### src/rtl/cgad_pkg.sv
// Constants shared by the processor glue address decoder files
package cgad_pkg;
  // Address bit positions on the processor bus
  localparam int ADDR_IACK_BIT = 17;
  localparam int ADDR_PAGE_HI = 16;
  localparam int ADDR_PAGE_MID = 15;
  localparam int ADDR_PAGE_LO = 14;
  localparam int ADDR_LEVEL_BIT = 2;
  // Page layout: 16K byte pages, low four for program store
  localparam int PAGE_BYTES = 16384;
  localparam int ROM_PAGES = 4;
  localparam logic [23:0] RAM_ALIAS_BASE = 24'h014000;
  localparam logic [23:0] VEC_FETCH_FIRST = 24'hFFFFF0;
  localparam logic [23:0] VEC_FETCH_LAST = 24'hFFFFFF;
  // Positions inside the synchronised input vector
  localparam int SYNC_W = 10;
  localparam int S_A17 = 9;
  localparam int S_A16 = 8;
  localparam int S_A15 = 7;
  localparam int S_A14 = 6;
  localparam int S_A2 = 5;
  localparam int S_AS_N = 4;
  localparam int S_DS_N = 3;
  localparam int S_RW = 2;
  localparam int S_BUS_OWNER_BIT1 = 1;
  localparam int S_BUS_OWNER_BIT0 = 0;
  // Idle bus after reset: strobes high, read, processor owns the bus
  localparam logic [SYNC_W-1:0] SYNC_RST = 10'h01F;
  // Acknowledge state depth
  localparam int ACK_DEPTH = 3;
endpackage : cgad_pkg

### src/rtl/cgad_sel_if.sv
// Decoded selects passed between the decoder, the acknowledge generator and the top
`timescale 1ns/1ns
interface cgad_sel_if;
  logic rom_sel;
  logic ram_sel;
  logic link_sel;
  logic uart_sel;
  logic link_iack;
  logic autovec;
  logic ram_wr;
  logic ram_rd;
  modport dec (output rom_sel, ram_sel, link_sel, uart_sel, link_iack, autovec, ram_wr, ram_rd);
  modport ack (input rom_sel, ram_sel);
  modport top (input rom_sel, ram_sel, link_sel, uart_sel, link_iack, autovec, ram_wr, ram_rd);
endinterface : cgad_sel_if

### src/rtl/cgad_decoder.sv
// Combinational page and cycle decoder, active high selects
`timescale 1ns/1ns
module cgad_decoder (
  // Synchronised bus inputs
  input wire logic [cgad_pkg::SYNC_W-1:0] bus_s,
  // Decoded selects
  cgad_sel_if.dec sel
);
  logic strobe;
  logic own_cpu;
  logic own_dma;
  logic a16;
  logic a15;
  logic a14;

  // Only A16..A14 are looked at, so pages alias across the space
  assign strobe = !bus_s[cgad_pkg::S_AS_N];
  assign a16 = bus_s[cgad_pkg::S_A16];
  assign a15 = bus_s[cgad_pkg::S_A15];
  assign a14 = bus_s[cgad_pkg::S_A14];
  // Exactly one owner bit low marks a DMA cycle
  assign own_cpu = bus_s[cgad_pkg::S_BUS_OWNER_BIT1] & bus_s[cgad_pkg::S_BUS_OWNER_BIT0];
  assign own_dma = bus_s[cgad_pkg::S_BUS_OWNER_BIT1] ^ bus_s[cgad_pkg::S_BUS_OWNER_BIT0];

  // Four low pages to program store, one each to peripherals and RAM
  assign sel.rom_sel = strobe & !a16;
  assign sel.uart_sel = strobe & a16 & a15 & a14;
  assign sel.link_sel = strobe & a16 & a15 & !a14;

  // A17 is only high during a vector fetch; A2 splits the levels
  assign sel.link_iack = strobe & bus_s[cgad_pkg::S_A17] & bus_s[cgad_pkg::S_A2];
  assign sel.autovec = strobe & bus_s[cgad_pkg::S_A17] & !bus_s[cgad_pkg::S_A2];

  // RAM: A16 needed only while the processor owns the bus; A14 is not looked at, so page 5 aliases
  assign sel.ram_sel = strobe & !a15 & ((a16 & own_cpu) | own_dma);
  assign sel.ram_wr = sel.ram_sel & !bus_s[cgad_pkg::S_DS_N] & !bus_s[cgad_pkg::S_RW];
  assign sel.ram_rd = sel.ram_sel & !bus_s[cgad_pkg::S_DS_N] & bus_s[cgad_pkg::S_RW];
endmodule : cgad_decoder

### src/rtl/cgad_ack_gen.sv
// Program store wait-state counter and acknowledge terms
`timescale 1ns/1ns
module cgad_ack_gen (
  // Clock and reset
  input wire logic clk_sys,
  input wire logic rst,
  // Decoded selects
  cgad_sel_if.ack sel,
  // Acknowledge terms, active high
  output logic ack_normal,
  output logic ack_delayed,
  output logic ack_ram
);
  logic ack_state_first_r;
  logic ack_state_second_r;
  logic ack_state_third_r;

  // Shift chain; every bit is gated by the select so it restarts per access
  always_ff @(posedge clk_sys) begin
    if (rst) begin
      ack_state_first_r <= 1'b0;
      ack_state_second_r <= 1'b0;
      ack_state_third_r <= 1'b0;
    end else begin
      ack_state_first_r <= sel.rom_sel;
      ack_state_second_r <= sel.rom_sel & ack_state_first_r;
      ack_state_third_r <= sel.rom_sel & ack_state_first_r & ack_state_second_r;
    end
  end

  // Delayed term gives slow EPROMs one more cycle
  assign ack_normal = ack_state_first_r & ack_state_second_r & sel.rom_sel;
  assign ack_delayed = ack_state_second_r & ack_state_third_r & sel.rom_sel;
  // Fast static RAM, no wait states
  assign ack_ram = sel.ram_sel;
endmodule : cgad_ack_gen

### src/rtl/cgad_top.sv
// Processor glue: address decoder, vector fetch split and memory acknowledges
//
// What this block does
// - Divide the space into 16K pages: four for program store, one each for link controller, UART pair and RAM.
// - Decode only partly, so RAM also answers at the page from 14000 and peripherals alias in their pages.
// - With address strobe, select program store on A16 low, UART pair on A16 A15 A14 high, link on A16 A15 high A14 low.
// - Detect a vector fetch by A17 high alone; fetches use FFFFF0 to FFFFFF and nothing else drives A17.
// - During a vector fetch with A2 high, acknowledge the link controller's level 2 interrupt.
// - During a vector fetch with A2 low, request the autovector for level 1 or level 4.
// - With strobe and A15 low, select RAM on A16 high with both owner bits high; write and read add data strobe.
// - With exactly one owner bit low, RAM select needs only strobe and A15 low; its enables add data strobe.
// - Each clock during a program store access the first state bit follows select, the next two fill in turn.
// - Give the normal program store acknowledge on the first two bits, the delayed one on the second and third.
// - The RAM acknowledge follows RAM select with no wait and is driven open drain.
// - Each acknowledge is released whenever its select is inactive.
// - The owner bits steer the buffer RAM select during DMA cycles.
`timescale 1ns/1ns
module cgad_top (
  // Clock and reset
  input wire logic clk_sys,
  input wire logic rst,
  // Processor bus, shared with the DMA master
  input wire logic [23:1] addr,
  input wire logic address_strobe_n,
  input wire logic data_strobe_n,
  input wire logic read_write,
  input wire logic bus_owner_bit1,
  input wire logic bus_owner_bit0,
  // Chip selects and enables, active low
  output logic prog_store_select_n,
  output logic buffer_mem_select_n,
  output logic link_ctrl_select_n,
  output logic uart_pair_select_n,
  output logic buffer_mem_write_n,
  output logic buffer_mem_read_n,
  // Vector fetch outputs, active low
  output logic link_ctrl_int_ack_n,
  output logic autovector_request_n,
  // Three-state program store acknowledges
  output logic prog_store_ack_normal_n,
  output logic prog_store_ack_normal_oe,
  output logic prog_store_ack_delayed_n,
  output logic prog_store_ack_delayed_oe,
  // Open-drain RAM acknowledge
  output logic buffer_mem_ack_n,
  output logic buffer_mem_ack_oe
);
  logic [cgad_pkg::SYNC_W-1:0] pins;
  logic [cgad_pkg::SYNC_W-1:0] sync_q1_r;
  logic [cgad_pkg::SYNC_W-1:0] sync_q2_r;
  logic ack_normal;
  logic ack_delayed;
  logic ack_ram;
  logic rom_sel_n_r;
  logic ram_sel_n_r;
  logic link_sel_n_r;
  logic uart_sel_n_r;
  logic ram_wr_n_r;
  logic ram_rd_n_r;
  logic link_iack_n_r;
  logic autovec_n_r;
  logic ack_normal_n_r;
  logic ack_normal_oe_r;
  logic ack_delayed_n_r;
  logic ack_delayed_oe_r;
  logic ack_ram_n_r;
  logic ack_ram_oe_r;

  cgad_sel_if sel ();

  // Gather the bus pins the decoder looks at
  assign pins[cgad_pkg::S_A17] = addr[cgad_pkg::ADDR_IACK_BIT];
  assign pins[cgad_pkg::S_A16] = addr[cgad_pkg::ADDR_PAGE_HI];
  assign pins[cgad_pkg::S_A15] = addr[cgad_pkg::ADDR_PAGE_MID];
  assign pins[cgad_pkg::S_A14] = addr[cgad_pkg::ADDR_PAGE_LO];
  assign pins[cgad_pkg::S_A2] = addr[cgad_pkg::ADDR_LEVEL_BIT];
  assign pins[cgad_pkg::S_AS_N] = address_strobe_n;
  assign pins[cgad_pkg::S_DS_N] = data_strobe_n;
  assign pins[cgad_pkg::S_RW] = read_write;
  assign pins[cgad_pkg::S_BUS_OWNER_BIT1] = bus_owner_bit1;
  assign pins[cgad_pkg::S_BUS_OWNER_BIT0] = bus_owner_bit0;

  // Two-stage synchroniser; costs latency but the bus is asynchronous to us
  always_ff @(posedge clk_sys) begin
    if (rst) begin
      sync_q1_r <= cgad_pkg::SYNC_RST;
      sync_q2_r <= cgad_pkg::SYNC_RST;
    end else begin
      sync_q1_r <= pins;
      sync_q2_r <= sync_q1_r;
    end
  end

  cgad_decoder u_decoder (
    .bus_s (sync_q2_r),
    .sel (sel.dec)
  );

  cgad_ack_gen u_ack_gen (
    .clk_sys (clk_sys),
    .rst (rst),
    .sel (sel.ack),
    .ack_normal (ack_normal),
    .ack_delayed (ack_delayed),
    .ack_ram (ack_ram)
  );

  // Registered chip selects and enables
  always_ff @(posedge clk_sys) begin
    if (rst) begin
      rom_sel_n_r <= 1'b1;
      ram_sel_n_r <= 1'b1;
      link_sel_n_r <= 1'b1;
      uart_sel_n_r <= 1'b1;
      ram_wr_n_r <= 1'b1;
      ram_rd_n_r <= 1'b1;
    end else begin
      rom_sel_n_r <= !sel.rom_sel;
      ram_sel_n_r <= !sel.ram_sel;
      link_sel_n_r <= !sel.link_sel;
      uart_sel_n_r <= !sel.uart_sel;
      ram_wr_n_r <= !sel.ram_wr;
      ram_rd_n_r <= !sel.ram_rd;
    end
  end

  // Registered vector fetch outputs
  always_ff @(posedge clk_sys) begin
    if (rst) begin
      link_iack_n_r <= 1'b1;
      autovec_n_r <= 1'b1;
    end else begin
      link_iack_n_r <= !sel.link_iack;
      autovec_n_r <= !sel.autovec;
    end
  end

  // Acknowledges; link and UART acks come from those parts, not from here
  always_ff @(posedge clk_sys) begin
    if (rst) begin
      ack_normal_n_r <= 1'b1;
      ack_normal_oe_r <= 1'b0;
      ack_delayed_n_r <= 1'b1;
      ack_delayed_oe_r <= 1'b0;
      ack_ram_n_r <= 1'b1;
      ack_ram_oe_r <= 1'b0;
    end else begin
      ack_normal_n_r <= !ack_normal;
      ack_normal_oe_r <= sel.rom_sel;
      ack_delayed_n_r <= !ack_delayed;
      ack_delayed_oe_r <= sel.rom_sel;
      ack_ram_n_r <= 1'b0; // Open drain: only ever pulls low
      ack_ram_oe_r <= ack_ram;
    end
  end

  // Ports straight from the flip-flops
  assign prog_store_select_n = rom_sel_n_r;
  assign buffer_mem_select_n = ram_sel_n_r;
  assign link_ctrl_select_n = link_sel_n_r;
  assign uart_pair_select_n = uart_sel_n_r;
  assign buffer_mem_write_n = ram_wr_n_r;
  assign buffer_mem_read_n = ram_rd_n_r;
  assign link_ctrl_int_ack_n = link_iack_n_r;
  assign autovector_request_n = autovec_n_r;
  assign prog_store_ack_normal_n = ack_normal_n_r;
  assign prog_store_ack_normal_oe = ack_normal_oe_r;
  assign prog_store_ack_delayed_n = ack_delayed_n_r;
  assign prog_store_ack_delayed_oe = ack_delayed_oe_r;
  assign buffer_mem_ack_n = ack_ram_n_r;
  assign buffer_mem_ack_oe = ack_ram_oe_r;

  // Helper view of the synchronised bus, read only by the checks below
  logic s_as;
  logic s_ds;
  logic s_rd;
  logic s_a17;
  logic s_a16;
  logic s_a15;
  logic s_a14;
  logic s_a2;
  logic s_cpu;
  logic s_dma;
  assign s_as = !sync_q2_r[cgad_pkg::S_AS_N];
  assign s_ds = !sync_q2_r[cgad_pkg::S_DS_N];
  assign s_rd = sync_q2_r[cgad_pkg::S_RW];
  assign s_a17 = sync_q2_r[cgad_pkg::S_A17];
  assign s_a16 = sync_q2_r[cgad_pkg::S_A16];
  assign s_a15 = sync_q2_r[cgad_pkg::S_A15];
  assign s_a14 = sync_q2_r[cgad_pkg::S_A14];
  assign s_a2 = sync_q2_r[cgad_pkg::S_A2];
  assign s_cpu = sync_q2_r[cgad_pkg::S_BUS_OWNER_BIT1] && sync_q2_r[cgad_pkg::S_BUS_OWNER_BIT0];
  assign s_dma = sync_q2_r[cgad_pkg::S_BUS_OWNER_BIT1] != sync_q2_r[cgad_pkg::S_BUS_OWNER_BIT0];
endmodule : cgad_top

### config.mk
export PLATFORM = sky130hd
export DESIGN_NAME = cgad_top
export DESIGN_NICKNAME = d
export VERILOG_FILES = /design/src/rtl/cgad_pkg.sv /design/src/rtl/cgad_sel_if.sv /design/src/rtl/cgad_decoder.sv /design/src/rtl/cgad_ack_gen.sv /design/src/rtl/cgad_top.sv
export SDC_FILE = /design/constraint.sdc
export NUM_CORES = 1
export LEC_CHECK = 0
export BUFFER_PORTS_ARGS = -buffer_cell sky130_fd_sc_hd__buf_2
export CORE_ASPECT_RATIO = 0.8
export CORE_MARGIN = 2
export CORE_UTILIZATION = 47
export CTS_CLUSTER_DIAMETER = 40
export DETAILED_ROUTE_END_ITERATION = 10
export PLACE_DENSITY = 0.78
export SLEW_MARGIN = 5
export SYNTH_ARGS = -nofsm -noshare
export SYNTH_HDL_FRONTEND = slang
export SYNTH_SLANG_ARGS = --single-unit
### constraint.sdc
create_clock -name clk_sys -period 3.29 [get_ports clk_sys]
set_input_delay 0.658 -clock clk_sys [delete_from_list [all_inputs] [get_ports clk_sys]]
set_output_delay 0.658 -clock clk_sys [all_outputs]
set_load 0.1 [all_outputs]
# ---- Word level (Yosys, flattened, before mapping)
# Cells that the tools add are included.
dict set report totals {
  ram_bits 0
  out_inout_bits 14
  mem_count 0
  input_bits 30
  rom_bits 0
  wordCells 58
  latch_bits 0
  regBits 35
}
dict set report classes {
  n_shift 0
  bitwise 23
  addsub 0
  multipliers 0
  n_reduce_logical 17
  eq_ne 0
  mux 1
  order_cmp 0
  div_mod_pow 0
}
# cell n
set op_table {}
lappend op_table {{$and A1 B1 Y1} 21}
lappend op_table {{$logic_not A1 Y1} 17}
lappend op_table {{$mux W1} 1}
lappend op_table {{$or A1 B1 Y1} 1}
lappend op_table {{$xor A1 B1 Y1} 1}

# ---- Logic depth before layout (Yosys ltp)
# Gate-level depths: netlist of run 1.
dict set report depth {
  depth_word 7
  mapped_depth 3
  depth_no_buf 3
}

# ---- Modules after synthesis
# Synthesis of run 1 repeated with hierarchy kept, for this count alone.
dict set report unflattened {
  hier_cells 91
  hier_area_um2 1076.0
}
# module instances cells_per_inst area_per_inst_um2 seq_area_each_um2
set modules_own_cells {}
lappend modules_own_cells {cgad_top 1 69 883.3 660.6}
lappend modules_own_cells {cgad_ack_gen 1 9 108.9 60.1}
lappend modules_own_cells {cgad_decoder 1 13 83.8 0.0}

# ---- Least setup slack after synthesis of run 1
# No wires, ideal clock.
dict set report synth_path {
  path_type {reg2out}
  startpoint {register, netlist name prog_store_ack_delayed_oe}
  endpoint {output port prog_store_ack_normal_oe}
  required_time_ns 2.632
  path_stages_with_launch 2
  arrival_time_ns 1.396
  slack_ns 1.236
  cell_sequence {dfxtp_1 buf_4}
}
# element line_no
set synth_lines {}
lappend synth_lines {{end, declared} cgad_top.sv:41} ;# output logic prog_store_ack_normal_oe,

==> impl_metrics.csv, run 1 <==
group,metric,value,unit
run_status,outcome,"finished, final reports clean",
timing,setup_tns,0,ns
synthesis,synth_area_leaders,"dfxtp_1, nor2b_1, or2_1",
synthesis,syn_area,976,µm²
power_and_ir_drop,p_seq_share,52.1,%
layout,syn_to_final_growth,24.7,%
synthesis,syn_area_per_cell,12.8,µm²
timing,setup_viol,0,
worst_setup_path,critPathLaunchType,"flip-flop",
synthesis,synth-xor-area-share,0,%
clock_tree,cts_hold_buf,0,
worst_setup_path,crit_type,"reg2out",
timing,max_slew.worst_pin.slew,0.487,ns
placed_design,gp_congestion,0.640,
clock_tree,post_cts_buffers,0,
synthesis,synth-seq-cells,35,
drt,dr.pass1.iters,2,
timing,slew_violations,0,
global_route,antenna_found_initial,0,
global_route,grt_max_degree,25,
layout,reg.largest.list,"sync_q1_r: 10 flops, sync_q2_r: 10 flops",
synthesis,synth_top_area_share,71.8,%
timing,fmax,556,MHz
clock_tree,cts-htree-levels,2,
power_and_ir_drop,switching_share,18.7,%
synthesis,synth_fp_nets,107,
synthesis,synthCells,76,
worst_setup_path,critPathBufInv,1,
clock_tree,clockRootBuffer,"clkbuf_4",
timing,grt_setup_unrepaired,"no",
worst_hold_path,hold_class,"reg2reg",
power_and_ir_drop,max-vdd-ir-drop,0.000436,V
synthesis,synth_top_family_by_area,"simple AND/OR/NAND/NOR gates",
power_and_ir_drop,total_power,846,µW
clock_tree,cts_buffers,5,
worst_setup_path,end_kind,"output port",
clock_tree,clk_latency,0.32,ns
layout,fin_area,0.00122,mm²
power_and_ir_drop,p_per_area,695,mW/mm²
clock_tree,cts.sinks,35,
synthesis,synth_cell_type_count,20,
power_and_ir_drop,internal_power,688,µW
timing,finalHoldViolations,0,
drt,vias_per_cell,4.41,
worst_setup_path,worstPathArrival,1.14,ns
worst_setup_path,path_cells,"buf_2",
drt,finalWirelength,1150,µm
floorplan,die-area,0.00246,mm²
global_route,overflow,0,
drt,wl_per_cell,8.85,µm
worst_setup_path,cp_top_family,"buffers and inverters",
placed_design,portBuffers,25,
synthesis,synth_compound_area_share,0.513,%
synthesis,synthAdderAreaFrac,1.28,%
worst_setup_path,required,2.63,ns
floorplan,die_h,44.8,µm
run,cap_violations,0,
floorplan,die-width,54.9,µm
timing,finalClockSkew,0.00630,ns
power_and_ir_drop,clkPwrFrac,43.3,%
placed_design,dpl.hpwl,810,µm
layout,layout.nets,136,
synthesis,synth_area_leader_cell,"dfxtp_1",
global_route,grt_pass1_wl,1830,µm
drt,vias,573,
floorplan,ios,44,
floorplan,coreArea,0.00193,mm²
worst_setup_path,cp_slowest_stage_delay,0.44,ns
drt,detail_route.iter0.violations,1,
layout,fill_cells,173,
layout,layout-drive-gt1-share,32.1,%
power_and_ir_drop,pwr-share-comb,4.6,%
clock_tree,cts_tree,"yes",
placed_design,place_area,0.00112,mm²
clock_tree,ctsLongestPathBuffers,2,
global_route,grt_pass1_vias,466,
power_and_ir_drop,p_switching,159,µW
drt,antenna_left,0,
synthesis,yosysSeqAreaShare,71.8,%
timing,period_minus_slack,1.80,ns
timing,period_share,54.7,%
clock_tree,clk_pin_slew_worst_paths,0.10,ns
drt,post-route-drc-count,0,
clock_tree,cts_resized,0,
timing,slew_headroom,67.8,%
global_route,grt_util_all_layers,11.6,%
worst_setup_path,cp_max_fo,5,
synthesis,synth_simple_gate_area_share,24.5,%
worst_setup_path,cpMaxStageDelayCell,"buf_2",
layout,diodes,0,
floorplan,row_count,14,
synthesis,synth_mux_area_share,0,%
floorplan,initial_utilization,50.6,%
power_and_ir_drop,power_leakage,0.494,nW
synthesis,ys.warnings.count,0,
## kinds of logic (layout without fill, tap and decap cells)
kind of cell | after synthesis | count (layout)
compound gates | 1 | 1
fa+ha+maj | 1 | 1
simple gates | 35 | 35
buf+inv | 4 | 34
flops | 35 | 35
## layout make-up
type | instances | area (µm²) | area share, %
sequential | 35 | 701 | 57.6
multi-input combinational | 37 | 256 | 21.1
timing repair buffer | 25 | 125 | 10.3
clock inverter | 2 | 60.1 | 4.93
clock buffer | 6 | 41.3 | 3.39
tap | 24 | 30.0 | 2.47
inverter | 1 | 3.75 | 0.308
## synthesized netlist by cell type (all sizes together)
master / n
nor3: 2
inv: 1
nand4: 1
a21oi: 1
or2: 10
buf: 1
nand4b: 1
nand3b: 1
dfxtp: 35
nand4bb: 1
and2: 1
nor2: 1
or4b: 1
nor2b: 11
nand3: 3
nand2b: 1
clkbuf: 2
ha: 1
and3: 1
## metrics by stage
step | util, % | std cells | hold slack (ns) | setup slack, ns
floorplan | - | 76 | 0.353 | 1.24
detailed placement | 57.9 | 122 | 0.371 | 1.62
global placement | 57.9 | 122 | 0.357 | 1.64
CTS | 63.2 | 130 | 0.391 | 1.46
finish | 63.2 | 130 | 0.392 | 1.49
global route | 63.2 | 130 | 0.408 | 1.40
## power by group through the flow
stage / logic [mW] / registers (mW) / clock network [mW]
3_3_place_gp: 0.0382 / 0.451 / 0
2_1_floorplan: 0.0166 / 0.463 / 0
4_1_cts: 0.0392 / 0.441 / 0.373
6_report: 0.0389 / 0.441 / 0.366
3_5_place_dp: 0.0392 / 0.451 / 0
5_1_grt: 0.0425 / 0.443 / 0.390
## final timing paths
path                          startpoint                        to  slack (ns)  depth (start not counted)
max            prog_store_ack_delayed_oe  prog_store_ack_normal_oe        1.49                          1
min          u_ack_gen.ack_state_third_r  prog_store_ack_delayed_n        0.39                          1
max reg2reg                 sync_q2_r[0]        buffer_mem_write_n        2.06                          3
min reg2reg  u_ack_gen.ack_state_third_r  prog_store_ack_delayed_n        0.39                          1
## metal layers
layer / share of wire, % / track usage, %
met1: 42 / 12.3
met2: 45 / 16.2
met3: 9.6 / 7.95
met4: 2.8 / 8.78
met5: 0 / 0
## cells in the final DEF, fill, tap and decap left out, types with 2 or more instances in the layout
master     instances
bufinv_16          2
clkbuf_4           5
nand3_1            3
buf_2             25
dfxtp_1           35
nor2b_1           11
or2_1             10
(Power assumes the default switching activity.)
==> run 2: changes to the inputs <==
Settings changed: CORE_UTILIZATION 47 to 39, PLACE_DENSITY 0.78 to 0.69.
Clock period 3.29 ns to 1.5 ns, I/O delays scaled along.
==> impl_metrics.csv, run 2 (synthesis results as in run 1) <==
group,metric,value,unit
layout,final_util,49.3,%
floorplan,coreArea,0.00240,mm²
layout,layout-drive-gt1-share,34.0,%
floorplan,die-width,59.9,µm
worst_setup_path,crit_type,"reg2out",
timing,grt_setup_unrepaired,"no",
placed_design,gp_congestion,0.650,
worst_setup_path,cp_max_fo,5,
worst_setup_path,worstPathArrival,1.08,ns
layout,layout.nets,137,
drt,wl_per_cell,9.03,µm
worst_setup_path,end_kind,"output port",
timing,finalClockSkew,0.00551,ns
global_route,antenna_found_initial,0,
drt,dr.pass1.iters,3,
global_route,grt_max_degree,24,
drt,vias_per_cell,4.18,
run,cap_violations,0,
floorplan,die_h,48.7,µm
timing,setup_viol,0,
floorplan,die-area,0.00292,mm²
timing,fmax,723,MHz
clock_tree,cts_buffers,5,
global_route,grt_util_all_layers,10.2,%
worst_setup_path,critPathLaunchType,"flip-flop",
clock_tree,clk_latency,0.31,ns
run_status,outcome,"finished, final reports clean",
clock_tree,clockRootBuffer,"clkbuf_4",
clock_tree,cts_hold_buf,0,
layout,syn_to_final_growth,21.4,%
power_and_ir_drop,p_per_area,1290,mW/mm²
layout,final_cell_mix,"dfxtp_1, buf_2, nor2b_1",
worst_setup_path,cp_top_family,"buffers and inverters",
worst_setup_path,required,1.20,ns
worst_hold_path,hold_class,"in2reg",
global_route,grt_pass1_wl,2080,µm
global_route,overflow,0,
layout,final_common_cell,"dfxtp_1",
placed_design,portBuffers,25,
timing,holdWs,0.161,ns
worst_setup_path,cp_slowest_stage_delay,0.43,ns
drt,post-route-drc-count,0,
floorplan,initial_utilization,40.6,%
global_route,grt_pass1_vias,521,
clock_tree,ctsLongestPathBuffers,2,
timing,finalHoldViolations,0,
placed_design,dpl.hpwl,884,µm
clock_tree,post_cts_buffers,0,
clock_tree,cts_resized,0,
timing,slew_headroom,67.5,%
timing,period_share,92.3,%
clock_tree,clk_pin_slew_worst_paths,0.09,ns
worst_setup_path,cpMaxStageDelayCell,"buf_2",
clock_tree,cts.sinks,35,
layout,reg.largest.list,"sync_q1_r: 10 flops, sync_q2_r: 10 flops",
timing,slew_violations,0,
drt,finalWirelength,1200,µm
floorplan,ios,44,
clock_tree,cts-htree-levels,2,
layout,diodes,0,
timing,setup_tns,0,ns
clock_tree,cts_tree,"yes",
timing,period_minus_slack,1.38,ns
power_and_ir_drop,power_leakage,0.481,nW
drt,vias,556,
worst_setup_path,critPathBufInv,1,
worst_setup_path,path_cells,"buf_2",
drt,detail_route.iter0.violations,5,
floorplan,row_count,16,
power_and_ir_drop,total_power,1.53,mW
power_and_ir_drop,max-vdd-ir-drop,0.000570,V
timing,max_slew.worst_pin.slew,0.490,ns
drt,antenna_left,0,
==> run 2: cell count changes in the layout (fill, tap and decap cells not counted), sizes merged <==
| cell | before | now |
|---|---|---|
| bufinv | 2 | 0 |
| buf | 25 | 26 |
| clkinv | 0 | 1 |
==> run 2: path summary, 6_finish.rpt <==
| kind | start | end | slack [ns] | cells past startpoint |
|---|---|---|---|---|
| max reg2reg | sync_q2_r[0] | buffer_mem_write_n | 0.22 | 3 |
| min | data_strobe_n | sync_q1_r[3] | 0.16 | 2 |
| min reg2reg | u_ack_gen.ack_state_third_r | prog_store_ack_delayed_n | 0.39 | 1 |
| max | prog_store_ack_delayed_oe | prog_store_ack_delayed_oe | 0.12 | 1 |
==> run 2: layer usage <==
layer	up-vias	track usage, %	part of all wire (%)	wire [µm]
li1	303	-	-	-
met1	231	10.8	42	500
met2	20	15.4	49	589
met3	2	5.61	8.4	101
met4	0	6.67	0.83	10
met5	-	0	0	0
==> run 2: layout make-up <==
cell class | count | area [µm²]
fillers | 219 | 1220
flip-flops and latches | 35 | 702
multi-input cells | 37 | 256
repair buffers | 26 | 133
clock buffers | 6 | 51.3
well taps | 27 | 33.8
clock inverters | 1 | 5.00
inverters | 1 | 3.75
==> run 2: metrics by stage <==
step	instances	worst slack, ns	area (µm²)
2_1_floorplan	76	0.155	977
3_3_place_gp	126	0.301	1130
3_5_place_dp	126	0.231	1130
4_1_cts	133	0.0969	1180
5_1_grt	133	0.0658	1180
6_report	133	0.116	1180
==> run 2: where the power goes <==
| part | internal [mW] | leakage [nW] | switching (mW) |
|---|---|---|---|
| Sequential | 0.957 | 0.288 | 0.0108 |
| Clock | 0.217 | 0.0341 | 0.256 |
| Combinational | 0.0326 | 0.159 | 0.0553 |
| Total | 1.21 | 0.481 | 0.322 |
